**config.mk**
```make
export PLATFORM = sky130hd
export DESIGN_NAME = line_fault_and_lock_report
export DESIGN_NICKNAME = d
export VERILOG_FILES = /design/src/hw/fault_lock_pkg.sv /design/src/hw/pin_sync.sv /design/src/hw/line_fault_and_lock_report.sv
export SDC_FILE = /design/constraint.sdc
export NUM_CORES = 1
export LEC_CHECK = 0
export BUFFER_PORTS_ARGS = -buffer_cell sky130_fd_sc_hd__buf_4
export CAP_MARGIN = 20
export CORE_UTILIZATION = 40
export DETAILED_ROUTE_END_ITERATION = 10
export PLACE_DENSITY = 0.72
export SLEW_MARGIN = 30
export SYNTH_ARGS = -nofsm -noshare
export SYNTH_HDL_FRONTEND = slang
export SYNTH_SLANG_ARGS = --single-unit
export TNS_END_PERCENT = 10
```
**constraint.sdc**
```tcl
create_clock -name mclk -period 2.9 [get_ports mclk]
set_clock_uncertainty 0.15 [all_clocks]
set_input_delay 0.29 -clock mclk [delete_from_list [all_inputs] [get_ports mclk]]
set_output_delay 0.29 -clock mclk [all_outputs]
set_load 0.05 [all_outputs]
```
**src/hw/fault_lock_pkg.sv**
```systemverilog
// Constants and carrier types for the line-fault and lock status block.
// Assumes a single 200 MHz clock domain (mclk).
package fault_lock_pkg;

    localparam int unsigned CLK_PERIOD_PS      = 5000;
    // Reverse channel blackout after link start or stop, in ns
    localparam int unsigned REV_BLACKOUT_NS    = 350000;
    localparam int unsigned REV_BLACKOUT_CYCLES =
        (REV_BLACKOUT_NS * 1000 + CLK_PERIOD_PS - 1) / CLK_PERIOD_PS;
    // Highest control bit rate, in kbit/s
    localparam int unsigned CTRL_MAX_KBPS      = 1000;
    localparam int unsigned CTRL_BIT_CYCLES    =
        (1000000000 / CLK_PERIOD_PS) / CTRL_MAX_KBPS;

    localparam logic [7:0] CABLE_FAULT_STATUS_ADDR = 8'h08;
    localparam logic [7:0] CABLE_FAULT_STATUS_RST  = 8'h0A;
    localparam int unsigned NEG_FIELD_LSB = 2;
    localparam int unsigned POS_FIELD_LSB = 0;

    typedef enum logic [1:0] {
        WIRE_SHORT_BATTERY = 2'h0,
        WIRE_SHORT_GROUND  = 2'h1,
        WIRE_NORMAL        = 2'h2,
        WIRE_OPEN          = 2'h3
    } wire_fault_type;

    typedef struct packed {
        wire_fault_type neg_wire_fault_type;
        wire_fault_type pos_wire_fault_type;
    } fault_pair_type;

endpackage

```
**src/hw/pin_sync.sv**
```systemverilog
// Two-stage synchroniser for a bundle of asynchronous inputs.
// Assumes the destination clock is mclk; first stage read by second only.
`timescale 1ns/1ps
module pin_sync
    import fault_lock_pkg::*;
#(
    parameter int unsigned WIDTH = 1,
    parameter logic [WIDTH-1:0] RESET_VALUE = '0
) (
    input  wire logic             mclk,
    input  wire logic             resetn,
    input  wire logic             clk_en,
    input  wire logic [WIDTH-1:0] async_in,
    output logic      [WIDTH-1:0] sync_out
);
    logic [WIDTH-1:0] stage1;
    logic [WIDTH-1:0] next_stage1;
    logic [WIDTH-1:0] next_sync_out;

    always_comb begin
        next_stage1   = stage1;
        next_sync_out = sync_out;
        if (!resetn) begin
            next_stage1   = RESET_VALUE;
            next_sync_out = RESET_VALUE;
        end else if (clk_en) begin
            next_stage1   = async_in;
            next_sync_out = stage1;
        end
    end

    always_ff @(posedge mclk) begin
        stage1   <= next_stage1;
        sync_out <= next_sync_out;
    end
endmodule // pin_sync

```
**src/hw/line_fault_and_lock_report.sv**
```systemverilog
// Lock loopback relay and cable line-fault reporting of the serializer.
// Assumes detector and reverse-channel inputs are asynchronous to mclk.
`timescale 1ns/1ps

// How it works
// - Interrupt output follows each valid remote lock message; lock is held while the reverse channel blackout runs.
// - Lock messages are tracked even while the forward link is idle.
// - Fault flag pin low while any wire fault, high when normal.
// - Fault type sits in bits 3:0 of status register cable_fault_status.
// - Negative wire field bits 3:2: battery, ground, normal, open.
// - Positive wire field bits 1:0: battery, ground, normal, open.
// - Control interface works at bit rates up to 1 Mbps.
// - Reverse channel unavailable for 350 us after link start or stop.
module line_fault_and_lock_report
    import fault_lock_pkg::*;
#(
    parameter int unsigned BLACKOUT_CYCLES = REV_BLACKOUT_CYCLES
) (
    input  wire logic        mclk,
    input  wire logic        resetn,
    input  wire logic        clk_en,
    input  wire logic        rev_lock_msg,
    input  wire logic        rev_lock_valid,
    input  wire logic        serial_link_en,
    input  wire logic [1:0]  neg_detect,
    input  wire logic [1:0]  pos_detect,
    input  wire logic [7:0]  reg_addr,
    output logic      [7:0]  reg_rdata,
    output logic             int_out,
    output logic             line_fault_flag_n,
    output logic             rev_chan_ready
);
    localparam int unsigned CW = $clog2(BLACKOUT_CYCLES + 1);
    localparam logic [CW-1:0] BLACKOUT_LOAD = CW'(BLACKOUT_CYCLES);

    logic [5:0]     sync_q;
    fault_pair_type faults;
    logic           lock_s;
    logic           valid_s;
    logic           link_en_s;

    pin_sync #(
        .WIDTH       (6),
        .RESET_VALUE ({2'h2, 2'h2, 2'h0})
    ) u_sync (
        .mclk     (mclk),
        .resetn   (resetn),
        .clk_en   (clk_en),
        .async_in ({neg_detect, pos_detect, rev_lock_msg, rev_lock_valid}),
        .sync_out (sync_q)
    );

    // Link enable is a same-domain control, not synchronised
    assign link_en_s = serial_link_en;
    assign faults    = fault_pair_type'(sync_q[5:2]);
    assign lock_s    = sync_q[1];
    assign valid_s   = sync_q[0];

    function automatic logic wire_faulty(input wire_fault_type t);
        return t != WIRE_NORMAL;
    endfunction

    logic            link_en_q;
    logic [CW-1:0]   blackout;
    logic            lock_q;
    logic            next_link_en_q;
    logic [CW-1:0]   next_blackout;
    logic            next_lock_q;
    logic            next_int_out;
    logic            next_flag_n;
    logic [7:0]      next_rdata;
    logic            next_ready;
    logic [7:0]      status;

    always_comb begin
        status = {4'h0, faults.neg_wire_fault_type,
                  faults.pos_wire_fault_type};
        next_link_en_q = link_en_q;
        next_blackout  = blackout;
        next_lock_q    = lock_q;
        next_int_out   = int_out;
        next_flag_n    = line_fault_flag_n;
        next_rdata     = reg_rdata;
        next_ready     = rev_chan_ready;
        if (!resetn) begin
            next_link_en_q = 1'b0;
            next_blackout  = '0;
            next_lock_q    = 1'b0;
            next_int_out   = 1'b0;
            next_flag_n    = 1'b1;
            next_rdata     = CABLE_FAULT_STATUS_RST;
            next_ready     = 1'b1;
        end else if (clk_en) begin
            next_link_en_q = link_en_s;
            // Any start or stop of the link restarts the blackout
            if (link_en_s != link_en_q) begin
                next_blackout = BLACKOUT_LOAD;
            end else if (blackout != '0) begin
                next_blackout = blackout - CW'(1);
            end
            next_ready = (next_blackout == '0);
            // Forward link state not consulted: reverse path runs alone
            if (valid_s && (blackout == '0)) begin
                next_lock_q = lock_s;
            end
            next_int_out = next_lock_q;
            // Flag and fields come from the same synced sample
            next_flag_n = !(wire_faulty(faults.neg_wire_fault_type)
                         || wire_faulty(faults.pos_wire_fault_type));
            // Read-only: no write path exists for the fields
            // One-cycle answer, far inside a 1 Mbps bit time
            next_rdata = (reg_addr == CABLE_FAULT_STATUS_ADDR)
                         ? status : 8'h00;
        end
    end

    always_ff @(posedge mclk) begin
        link_en_q         <= next_link_en_q;
        blackout          <= next_blackout;
        lock_q            <= next_lock_q;
        int_out           <= next_int_out;
        line_fault_flag_n <= next_flag_n;
        reg_rdata         <= next_rdata;
        rev_chan_ready    <= next_ready;
    end

    property p_lock_follow;
        @(posedge mclk) disable iff (!resetn)
        (clk_en && valid_s && blackout == '0 && !$changed(link_en_s)
         && link_en_s == link_en_q)
        |=> (int_out == $past(lock_s));
    endproperty
    a_lock_follow: assert property (p_lock_follow)
        else $error("interrupt did not follow lock");

    property p_flag_low;
        @(posedge mclk) disable iff (!resetn)
        (clk_en && faults.pos_wire_fault_type != WIRE_NORMAL)
        |=> !line_fault_flag_n;
    endproperty
    a_flag_low: assert property (p_flag_low)
        else $error("fault flag not low on positive fault");

    property p_flag_low_neg;
        @(posedge mclk) disable iff (!resetn)
        (clk_en && faults.neg_wire_fault_type != WIRE_NORMAL)
        |=> !line_fault_flag_n;
    endproperty
    a_flag_low_neg: assert property (p_flag_low_neg)
        else $error("fault flag not low on negative fault");

    property p_flag_high;
        @(posedge mclk) disable iff (!resetn)
        (clk_en && faults == {WIRE_NORMAL, WIRE_NORMAL})
        |=> line_fault_flag_n;
    endproperty
    a_flag_high: assert property (p_flag_high)
        else $error("fault flag not high on normal line");

    property p_status_read;
        @(posedge mclk) disable iff (!resetn)
        (clk_en && reg_addr == CABLE_FAULT_STATUS_ADDR)
        |=> (reg_rdata[3:0] == $past(status[3:0]) && reg_rdata[7:4] == 4'h0);
    endproperty
    a_status_read: assert property (p_status_read)
        else $error("status register mismatch");

    // Pin is three edges back only if both sync stages really ran
    property p_neg_field;
        @(posedge mclk) disable iff (!resetn)
        (clk_en && $past(clk_en) && $past(resetn) && $past(clk_en, 2)
         && $past(resetn, 2) && reg_addr == CABLE_FAULT_STATUS_ADDR)
        |=> (reg_rdata[3:2] == $past(neg_detect, 3));
    endproperty
    a_neg_field: assert property (p_neg_field)
        else $error("negative field wrong");

    property p_pos_field;
        @(posedge mclk) disable iff (!resetn)
        (clk_en && $past(clk_en) && $past(resetn) && $past(clk_en, 2)
         && $past(resetn, 2) && reg_addr == CABLE_FAULT_STATUS_ADDR)
        |=> (reg_rdata[1:0] == $past(pos_detect, 3));
    endproperty
    a_pos_field: assert property (p_pos_field)
        else $error("positive field wrong");

    property p_blackout;
        @(posedge mclk) disable iff (!resetn)
        (clk_en && link_en_s != link_en_q) |=> (!rev_chan_ready)[*2];
    endproperty
    a_blackout: assert property (p_blackout)
        else $error("reverse channel ready during blackout");

    property p_hold_lock;
        @(posedge mclk) disable iff (!resetn)
        (blackout != '0) |=> $stable(lock_q);
    endproperty
    a_hold_lock: assert property (p_hold_lock)
        else $error("lock updated during blackout");

    property p_consistent;
        @(posedge mclk) disable iff (!resetn)
        (clk_en && $past(clk_en) && reg_addr == CABLE_FAULT_STATUS_ADDR)
        |=> (line_fault_flag_n == (reg_rdata[3:0] == 4'hA));
    endproperty
    a_consistent: assert property (p_consistent)
        else $error("flag and fields disagree");

endmodule // line_fault_and_lock_report

```
# Word-level counts from Yosys, hierarchy flattened
# Index checks and enable logic that the tools add are counted.
# word_totals
ff_bits	41
inputBits	18
output_inout_bits	11
elab_cells	25
# classes
addsub	1
eq_ne	4
mux	5
reduce_logical	7
# op_table
operator	count
$mux W17	4
$logic_not A17 Y1	2
$reduce_bool A17 Y1	1
$sub A17 B1 Y17 const B	1
$eq A8 B4 Y1 const B	1
$mux W4	1
$ne A2 B2 Y1 const B	2
$reduce_and A2 Y1	1
$logic_and A1 B1 Y1	1
$logic_not A1 Y1	1
$logic_or A1 B1 Y1	1
$ne A1 B1 Y1	1

# Longest topological paths before layout
# Gate-level depths: netlist (run 1).
# depth
depth_word	6
ltp_mapped	10
depth_no_buf	9

# Hierarchy
# Synthesis (run 1) repeated with hierarchy kept, for this count alone.
# hier_totals
cells_unflattened	227
area_unflattened_um2	2018.2
# by_module_without_submodules
mod	instances	cells_per_inst	area_each_um2	seq_area_each_um2
line_fault_and_lock_report	1	189	1577.8	500.5
pin_sync	1	38	440.4	240.2

# Worst setup path after synthesis (run 1)
# OpenSTA, ideal clock, no wires.
# synth_path
path_kind	flip-flop to flip-flop
from	reg blackout[0]
to	reg rev_chan_ready
setup_time_ps	60
arrival_ps	2545
required_time_ps	2690
setup_slack_ps	145
stages_incl_launch_ff	10
n_path_buf	0
period_less_slack_ps	2755
path_cell_list	dfxtp_1 > inv_1 > ha_1 > nor3b_1 > nand2_1 > or4_2 > xor2_1 > nand2_1 > nor4_1 > a311o_1
# synth_via
elab_chain_len	6
elab_cells_between_ends	7
cone_classes	add/sub (1); mux (4); reduce/logical (2)
# synth_rtl
element	line	text
start, declared	line_fault_and_lock_report.sv:64	logic [CW-1:0] blackout;
start signal, assigned	line_fault_and_lock_report.sv:119	blackout <= next_blackout;
$sub A17 B1 Y17 / $reduce_bool A17 Y1 (equally long branches)	line_fault_and_lock_report.sv:99, line_fault_and_lock_report.sv:98	
$mux W17 *	line_fault_and_lock_report.sv:98	end else if (blackout != '0) begin
$mux W17 *	line_fault_and_lock_report.sv:96	if (link_en_s != link_en_q) begin
$mux W17 *	line_fault_and_lock_report.sv:93	end else if (clk_en) begin
$mux W17 *	line_fault_and_lock_report.sv:85	if (!resetn) begin
$logic_not A17 Y1 *	line_fault_and_lock_report.sv:101	next_ready = (next_blackout == '0);
end signal, assigned	line_fault_and_lock_report.sv:124	rev_chan_ready <= next_ready;
end, declared	line_fault_and_lock_report.sv:31	output logic rev_chan_ready
# Mark *: on every way between the ends. The rest lies on a longest branch, timed or not. The select of a mux whose other input is x is not followed.
# A chain may end at the register's enable or synchronous reset.

# Worst setup path in the final report (run 1)
# Ends and elaborated chain as after synthesis.

==> flow_summary.ini, run 1 <==
[timing]
fin_hold_ws_ps = 55.1
hold_viol = 0
relSlewSlack = 0.512
setup_slack_ps = 189
fmax_mhz = 369
finalSetupViolCount = 0
tightestPinTransition_ps = 725
slew_violations = 0
finalSetupTns_ps = 0
period_minus_slack_ps = 2710
rsz0062_at_grt = no
period_share = 0.935

[synthesis]
synth_top_area_cell = dfxtp_1
ys_top_cells_by_area = dfxtp_1 (37%), mux2i_1 (7.9%), nor2_1 (6.1%), a21oi_1 (4.0%), o21ai_0 (4.0%)
ys_seq_area_frac = 0.366
synthFlopType = dfxtp_1
synthTopCellsByCount = dfxtp_1 (37), nor2_1 (33), nand2_1 (18)
synth_seq_cells = 37
syn_avg_cell_area_um2 = 8.41
synth_async_sr_flop_share = 0
yosysWarningCount = 0
ys_types = 48
syn_inst = 241
synth_area_um2 = 2030
synth-edff-count = 0
synth_most_common_cell = dfxtp_1
yosys.area.top_type_share = 0.366

[clock_tree]
post_cts_buffers = 0
cts.sinks = 37
cts_tree = built
path_clk_slew_ps = 80
htreeDepth = 2
clock_latency_ps = 300
cts_root_buf = clkbuf_8
cts_buffers = 5
clockBufferDepth = 2
ctsHoldBuffers = 0

[grt]
grt_max_degree = 21
grt_overflow_total = 0
grt_first_pass_wirelength_mm = 7.82
antenna_found_initial = 0
track_usage = 0.192
grt_pass1_vias = 1681

[die]
die_w_um = 73.2
io-pin-count = 29
die_area_um2 = 5350
die_h_um = 73.2
initial_core_util = 0.423
coreArea_um2 = 4790
fp-row-count = 25

[worst_setup_path]
crit_family = simple AND/OR/NAND/NOR gates
rr_startpoint = blackout[0]
endpoint = rev_chan_ready
crit_chain = inv_1, ha_1, nor4b_2, and4_2, or4_2, xor2_1, nand2_1, nor4_1, a311o_1
crit_cells = 9
criticalPathCategory = reg2reg
cp_slowest_stage_delay_ps = 600
start_kind = register
arrival_ps = 2800
endpoint_kind = register
critical_path_peak_fanout = 8
r2r_cells = 9
crit_required_ps = 2990
r2r-end = rev_chan_ready
startpoint = blackout[0]
cpMaxStageDelayCell = or4_2
ff2ff_setup_slack_ps = 190
crit_buf_inv = 1

[place]
portBuffers = 24
routabilityCongestion = 0.904
place_ws_ps = 117
placed_area_um2 = 2270
placed_cells = 326
hpwl_mm = 3.41

[route]
firstDrtPassIters = 4
drc_errors = 0
ant_nets = 0
detail_route.wl_per_cell_um = 14.1
vias = 1834
via_per_inst = 5.49
drt_iter0_markers = 106
routed_wl_mm = 4.70

[worst_hold_path]
hp-class = in2reg
min_from = neg_detect[1]

[run_status]
outcome = complete, no violations

[power]
p_per_area_nw_per_um2 = 646
finalPower_mw = 1.55
p_leak_nw = 0.976
peakVddDrop_mv = 0.415

[finish]
areaGrowthSynthToFinish_pct = 18.6
fin_util = 0.502
antenna_cells = 0
fin_nets = 286
fin_cells = 334
design_area_um2 = 2400
post_route_cells_drive_above_1_share = 0.206

[run]
drv_cap = 0
-- cells by family after synthesis --
family          synth area share
fa+ha+maj                 0.0124
mux                       0.0791
flops                      0.366
xor+xnor                  0.0259
other cells              0.00185
buf+inv                   0.0574
simple gates               0.267
compound gates             0.191
-- state kept, by name (all words and copies together) (netlist names) --
| signal | count |
|---|---|
| line_fault_flag_n | 1 |
| link_en_q | 1 |
| rev_chan_ready | 1 |
| reg_rdata | 4 |
| lock_q | 1 |
| u_sync.sync_out | 6 |
| u_sync.stage1 | 6 |
| blackout | 17 |
-- cell usage in the layout, fill, tap and decap left out, types with 3 or more instances in the layout --
master    Yosys  routed
nor2b_1       3       3
xor2_1        4       4
nand3b_1      3       3
dfxtp_1      37      35
nor4_1        8       8
a31oi_1       3       3
buf_4         4      33
nor2_1       33      33
inv_1         4       4
nand3_1       7       7
a221o_1       3       3
a21oi_1      16      16
mux2i_1      16      16
a22oi_1       6       6
nand2_1      18      18
clkbuf_8      0       6
conb_1        1       4
o21ai_0      16      16
nor3_1        9       9
-- worst min-delay path by stage --
stage                    endpoint  slack (ps)  cells after the start
4_1_cts          u_sync.stage1[3]          50                      2
3_3_place_gp     u_sync.stage1[5]         310                      2
2_1_floorplan    u_sync.stage1[3]         200                      1
5_1_grt          u_sync.stage1[5]          50                      3
3_5_place_dp   u_sync.sync_out[5]         320                      2
6_report         u_sync.stage1[5]          60                      3
-- power breakdown --
| group | switching, mW | internal (mW) |
|---|---|---|
| clock network | 0.193 | 0.280 |
| logic | 0.274 | 0.206 |
| registers | 0.0543 | 0.544 |
| total | 0.522 | 1.03 |
-- layer usage --
layer / GRT usage / share of wire / up-vias
met5: 0 / 0 / -
met4: 0.0741 / 0.016 / 0
met3: 0.0387 / 0.052 / 7
met2: 0.325 / 0.48 / 43
met1: 0.239 / 0.45 / 859
li1: - / - / 925
-- repair_timing --
| item | CTS | global route |
|---|---|---|
| setup endpoints to repair | 0 | 1 |
| hold endpoints to repair | 0 | 0 |
| gates resized for setup | 0 | 5 |
-- worst reg2reg max path, stage by stage, from the launching register on --
cell and delay [ps]:
dfxtp_2 390, inv_1 110, ha_1 220, nor4b_2 180, and4_2 320, or4_2 600, xor2_1 170, nand2_1 70
nor4_1 270, a311o_1 190
-- area by class of cell --
type | instances | area, µm²
fill | 465 | 2380
multi-input combinational | 185 | 1190
sequential | 37 | 743
timing repair buffer | 33 | 248
tap | 67 | 83.8
clock buffer | 6 | 82.6
clock inverter | 2 | 37.5
inverter | 4 | 15.0
(Power assumes the default switching activity.)
==> run 2: changes to the inputs <==
--- a/config.mk
+++ b/config.mk
@@ -5,10 +5,11 @@
 export SDC_FILE = /design/constraint.sdc
 export NUM_CORES = 1
 export LEC_CHECK = 0
-export BUFFER_PORTS_ARGS = -buffer_cell sky130_fd_sc_hd__buf_4
+export BUFFER_PORTS_ARGS = -buffer_cell sky130_fd_sc_hd__buf_2
 export CAP_MARGIN = 20
 export CORE_UTILIZATION = 40
 export DETAILED_ROUTE_END_ITERATION = 10
+export HOLD_SLACK_MARGIN = 0.02
 export PLACE_DENSITY = 0.72
 export SLEW_MARGIN = 30
 export SYNTH_ARGS = -nofsm -noshare
==> flow_summary.ini, run 2 (synthesis gave the netlist of run 1 again) <==
[die]
fp-row-count = 25
coreArea_um2 = 4790
die_area_um2 = 5350
initial_core_util = 0.423
io-pin-count = 29
die_w_um = 73.2
die_h_um = 73.2

[place]
routabilityCongestion = 0.906
portBuffers = 24
hpwl_mm = 3.15
placed_area_um2 = 2200
placed_cells = 325
place_ws_ps = 74.6

[worst_setup_path]
arrival_ps = 2760
crit_buf_inv = 1
crit_chain = inv_1, ha_1, nor4b_2, and4_2, or4_2, xor2_1, nand2_1, nor4_1, a311o_1
start_kind = register
criticalPathCategory = reg2reg
critical_path_peak_fanout = 8
endpoint_kind = register
crit_family = simple AND/OR/NAND/NOR gates
cpMaxStageDelayCell = or4_2
cp_slowest_stage_delay_ps = 600
crit_required_ps = 3000
ff2ff_setup_slack_ps = 240

[power]
p_per_area_nw_per_um2 = 661
peakVddDrop_mv = 0.334
finalPower_mw = 1.55
p_leak_nw = 0.950

[clock_tree]
path_clk_slew_ps = 80
post_cts_buffers = 0
clock_latency_ps = 300
cts_root_buf = clkbuf_8
cts_buffers = 5
cts.sinks = 37
clockBufferDepth = 2
htreeDepth = 2
cts_tree = built

[grt]
track_usage = 0.192
grt_overflow_total = 0
grt_first_pass_wirelength_mm = 7.96
grt_pass1_vias = 1739
grt_max_degree = 32
antenna_found_initial = 0
met1_usage = 0.235
use_met2 = 0.326
busiest_layer = met2
grtUsageMet3 = 0.0414

[worst_hold_path]
hp-class = in2reg

[route]
routed_wl_mm = 4.56
via_per_inst = 5.52
ant_nets = 0
vias = 1837
drc_errors = 0
drt_iter0_markers = 88
detail_route.wl_per_cell_um = 13.7
firstDrtPassIters = 4

[timing]
slew_violations = 0
finalSetupViolCount = 0
period_share = 0.919
relSlewSlack = 0.479
hold_viol = 0
rsz0062_at_grt = no
fin_hold_ws_ps = 54.0
fmax_mhz = 375
period_minus_slack_ps = 2660
tightestPinTransition_ps = 774
setup_slack_ps = 236
finalSetupTns_ps = 0

[finish]
fin_cells = 333
design_area_um2 = 2340
regMostFlops = blackout
ff_latch_area_um2 = 746
largestRegisters = blackout: 17 flops, u_sync.stage1: 6 flops, u_sync.sync_out: 6 flops
final_common_cell = dfxtp_1
most-common-layout-cells = dfxtp_1 (35), nor2_1 (33), buf_2 (24)
multiInputGateArea_um2 = 1190
fin_util = 0.488
largest_reg_flops = 17
post_route_cells_drive_above_1_share = 0.207
antenna_cells = 0
n_fill_cell = 453
areaGrowthSynthToFinish_pct = 15.4
fin_nets = 285

[run_status]
outcome = complete, no violations

[run]
drv_cap = 0
-- run 2: metal layers --
metal | up-vias | routed length [µm] | share of wire
met5 | - | 0 | 0
met4 | 0 | 91 | 0.020
met3 | 11 | 265 | 0.058
met2 | 58 | 2140 | 0.47
met1 | 848 | 2070 | 0.45
li1 | 920 | - | -
-- run 2: layout make-up --
cell class                      instances  share of cell area
Clock inverter                          2              0.0161
Sequential cell                        37               0.319
Timing Repair Buffer                   32              0.0771
Tap cell                               67              0.0359
Multi-Input combinational cell        185               0.510
Clock buffer                            6              0.0353
Inverter                                4             0.00642
-- run 2: worst paths after layout --
kind                                     from          endpoint  cells past startpoint
worst min register to register   reg_rdata[3]      reg_rdata[3]                      1
worst min-delay path            pos_detect[1]  u_sync.stage1[3]                      3
worst max register to register    blackout[0]    rev_chan_ready                      9
worst max-delay path              blackout[0]    rev_chan_ready                      9
-- run 2: worst reg2reg max path, cell delays in order, from the launching register on --
cell	delay, ps
dfxtp_4	390
inv_1	90
ha_1	210
nor4b_2	180
and4_2	320
or4_2	600
xor2_1	160
nand2_1	70
nor4_1	260
a311o_1	190
-- run 2: repair_timing --
item	in CTS	in global routing
hold buffers	0	0
resized for setup	0	6
setup endpoints to repair	0	1
-- run 2: power breakdown --
group,internal [mW],total [mW],switching [mW]
Combinational,0.197,0.470,0.274
Clock,0.280,0.477,0.198
Sequential,0.544,0.598,0.0537
Total,1.02,1.55,0.525
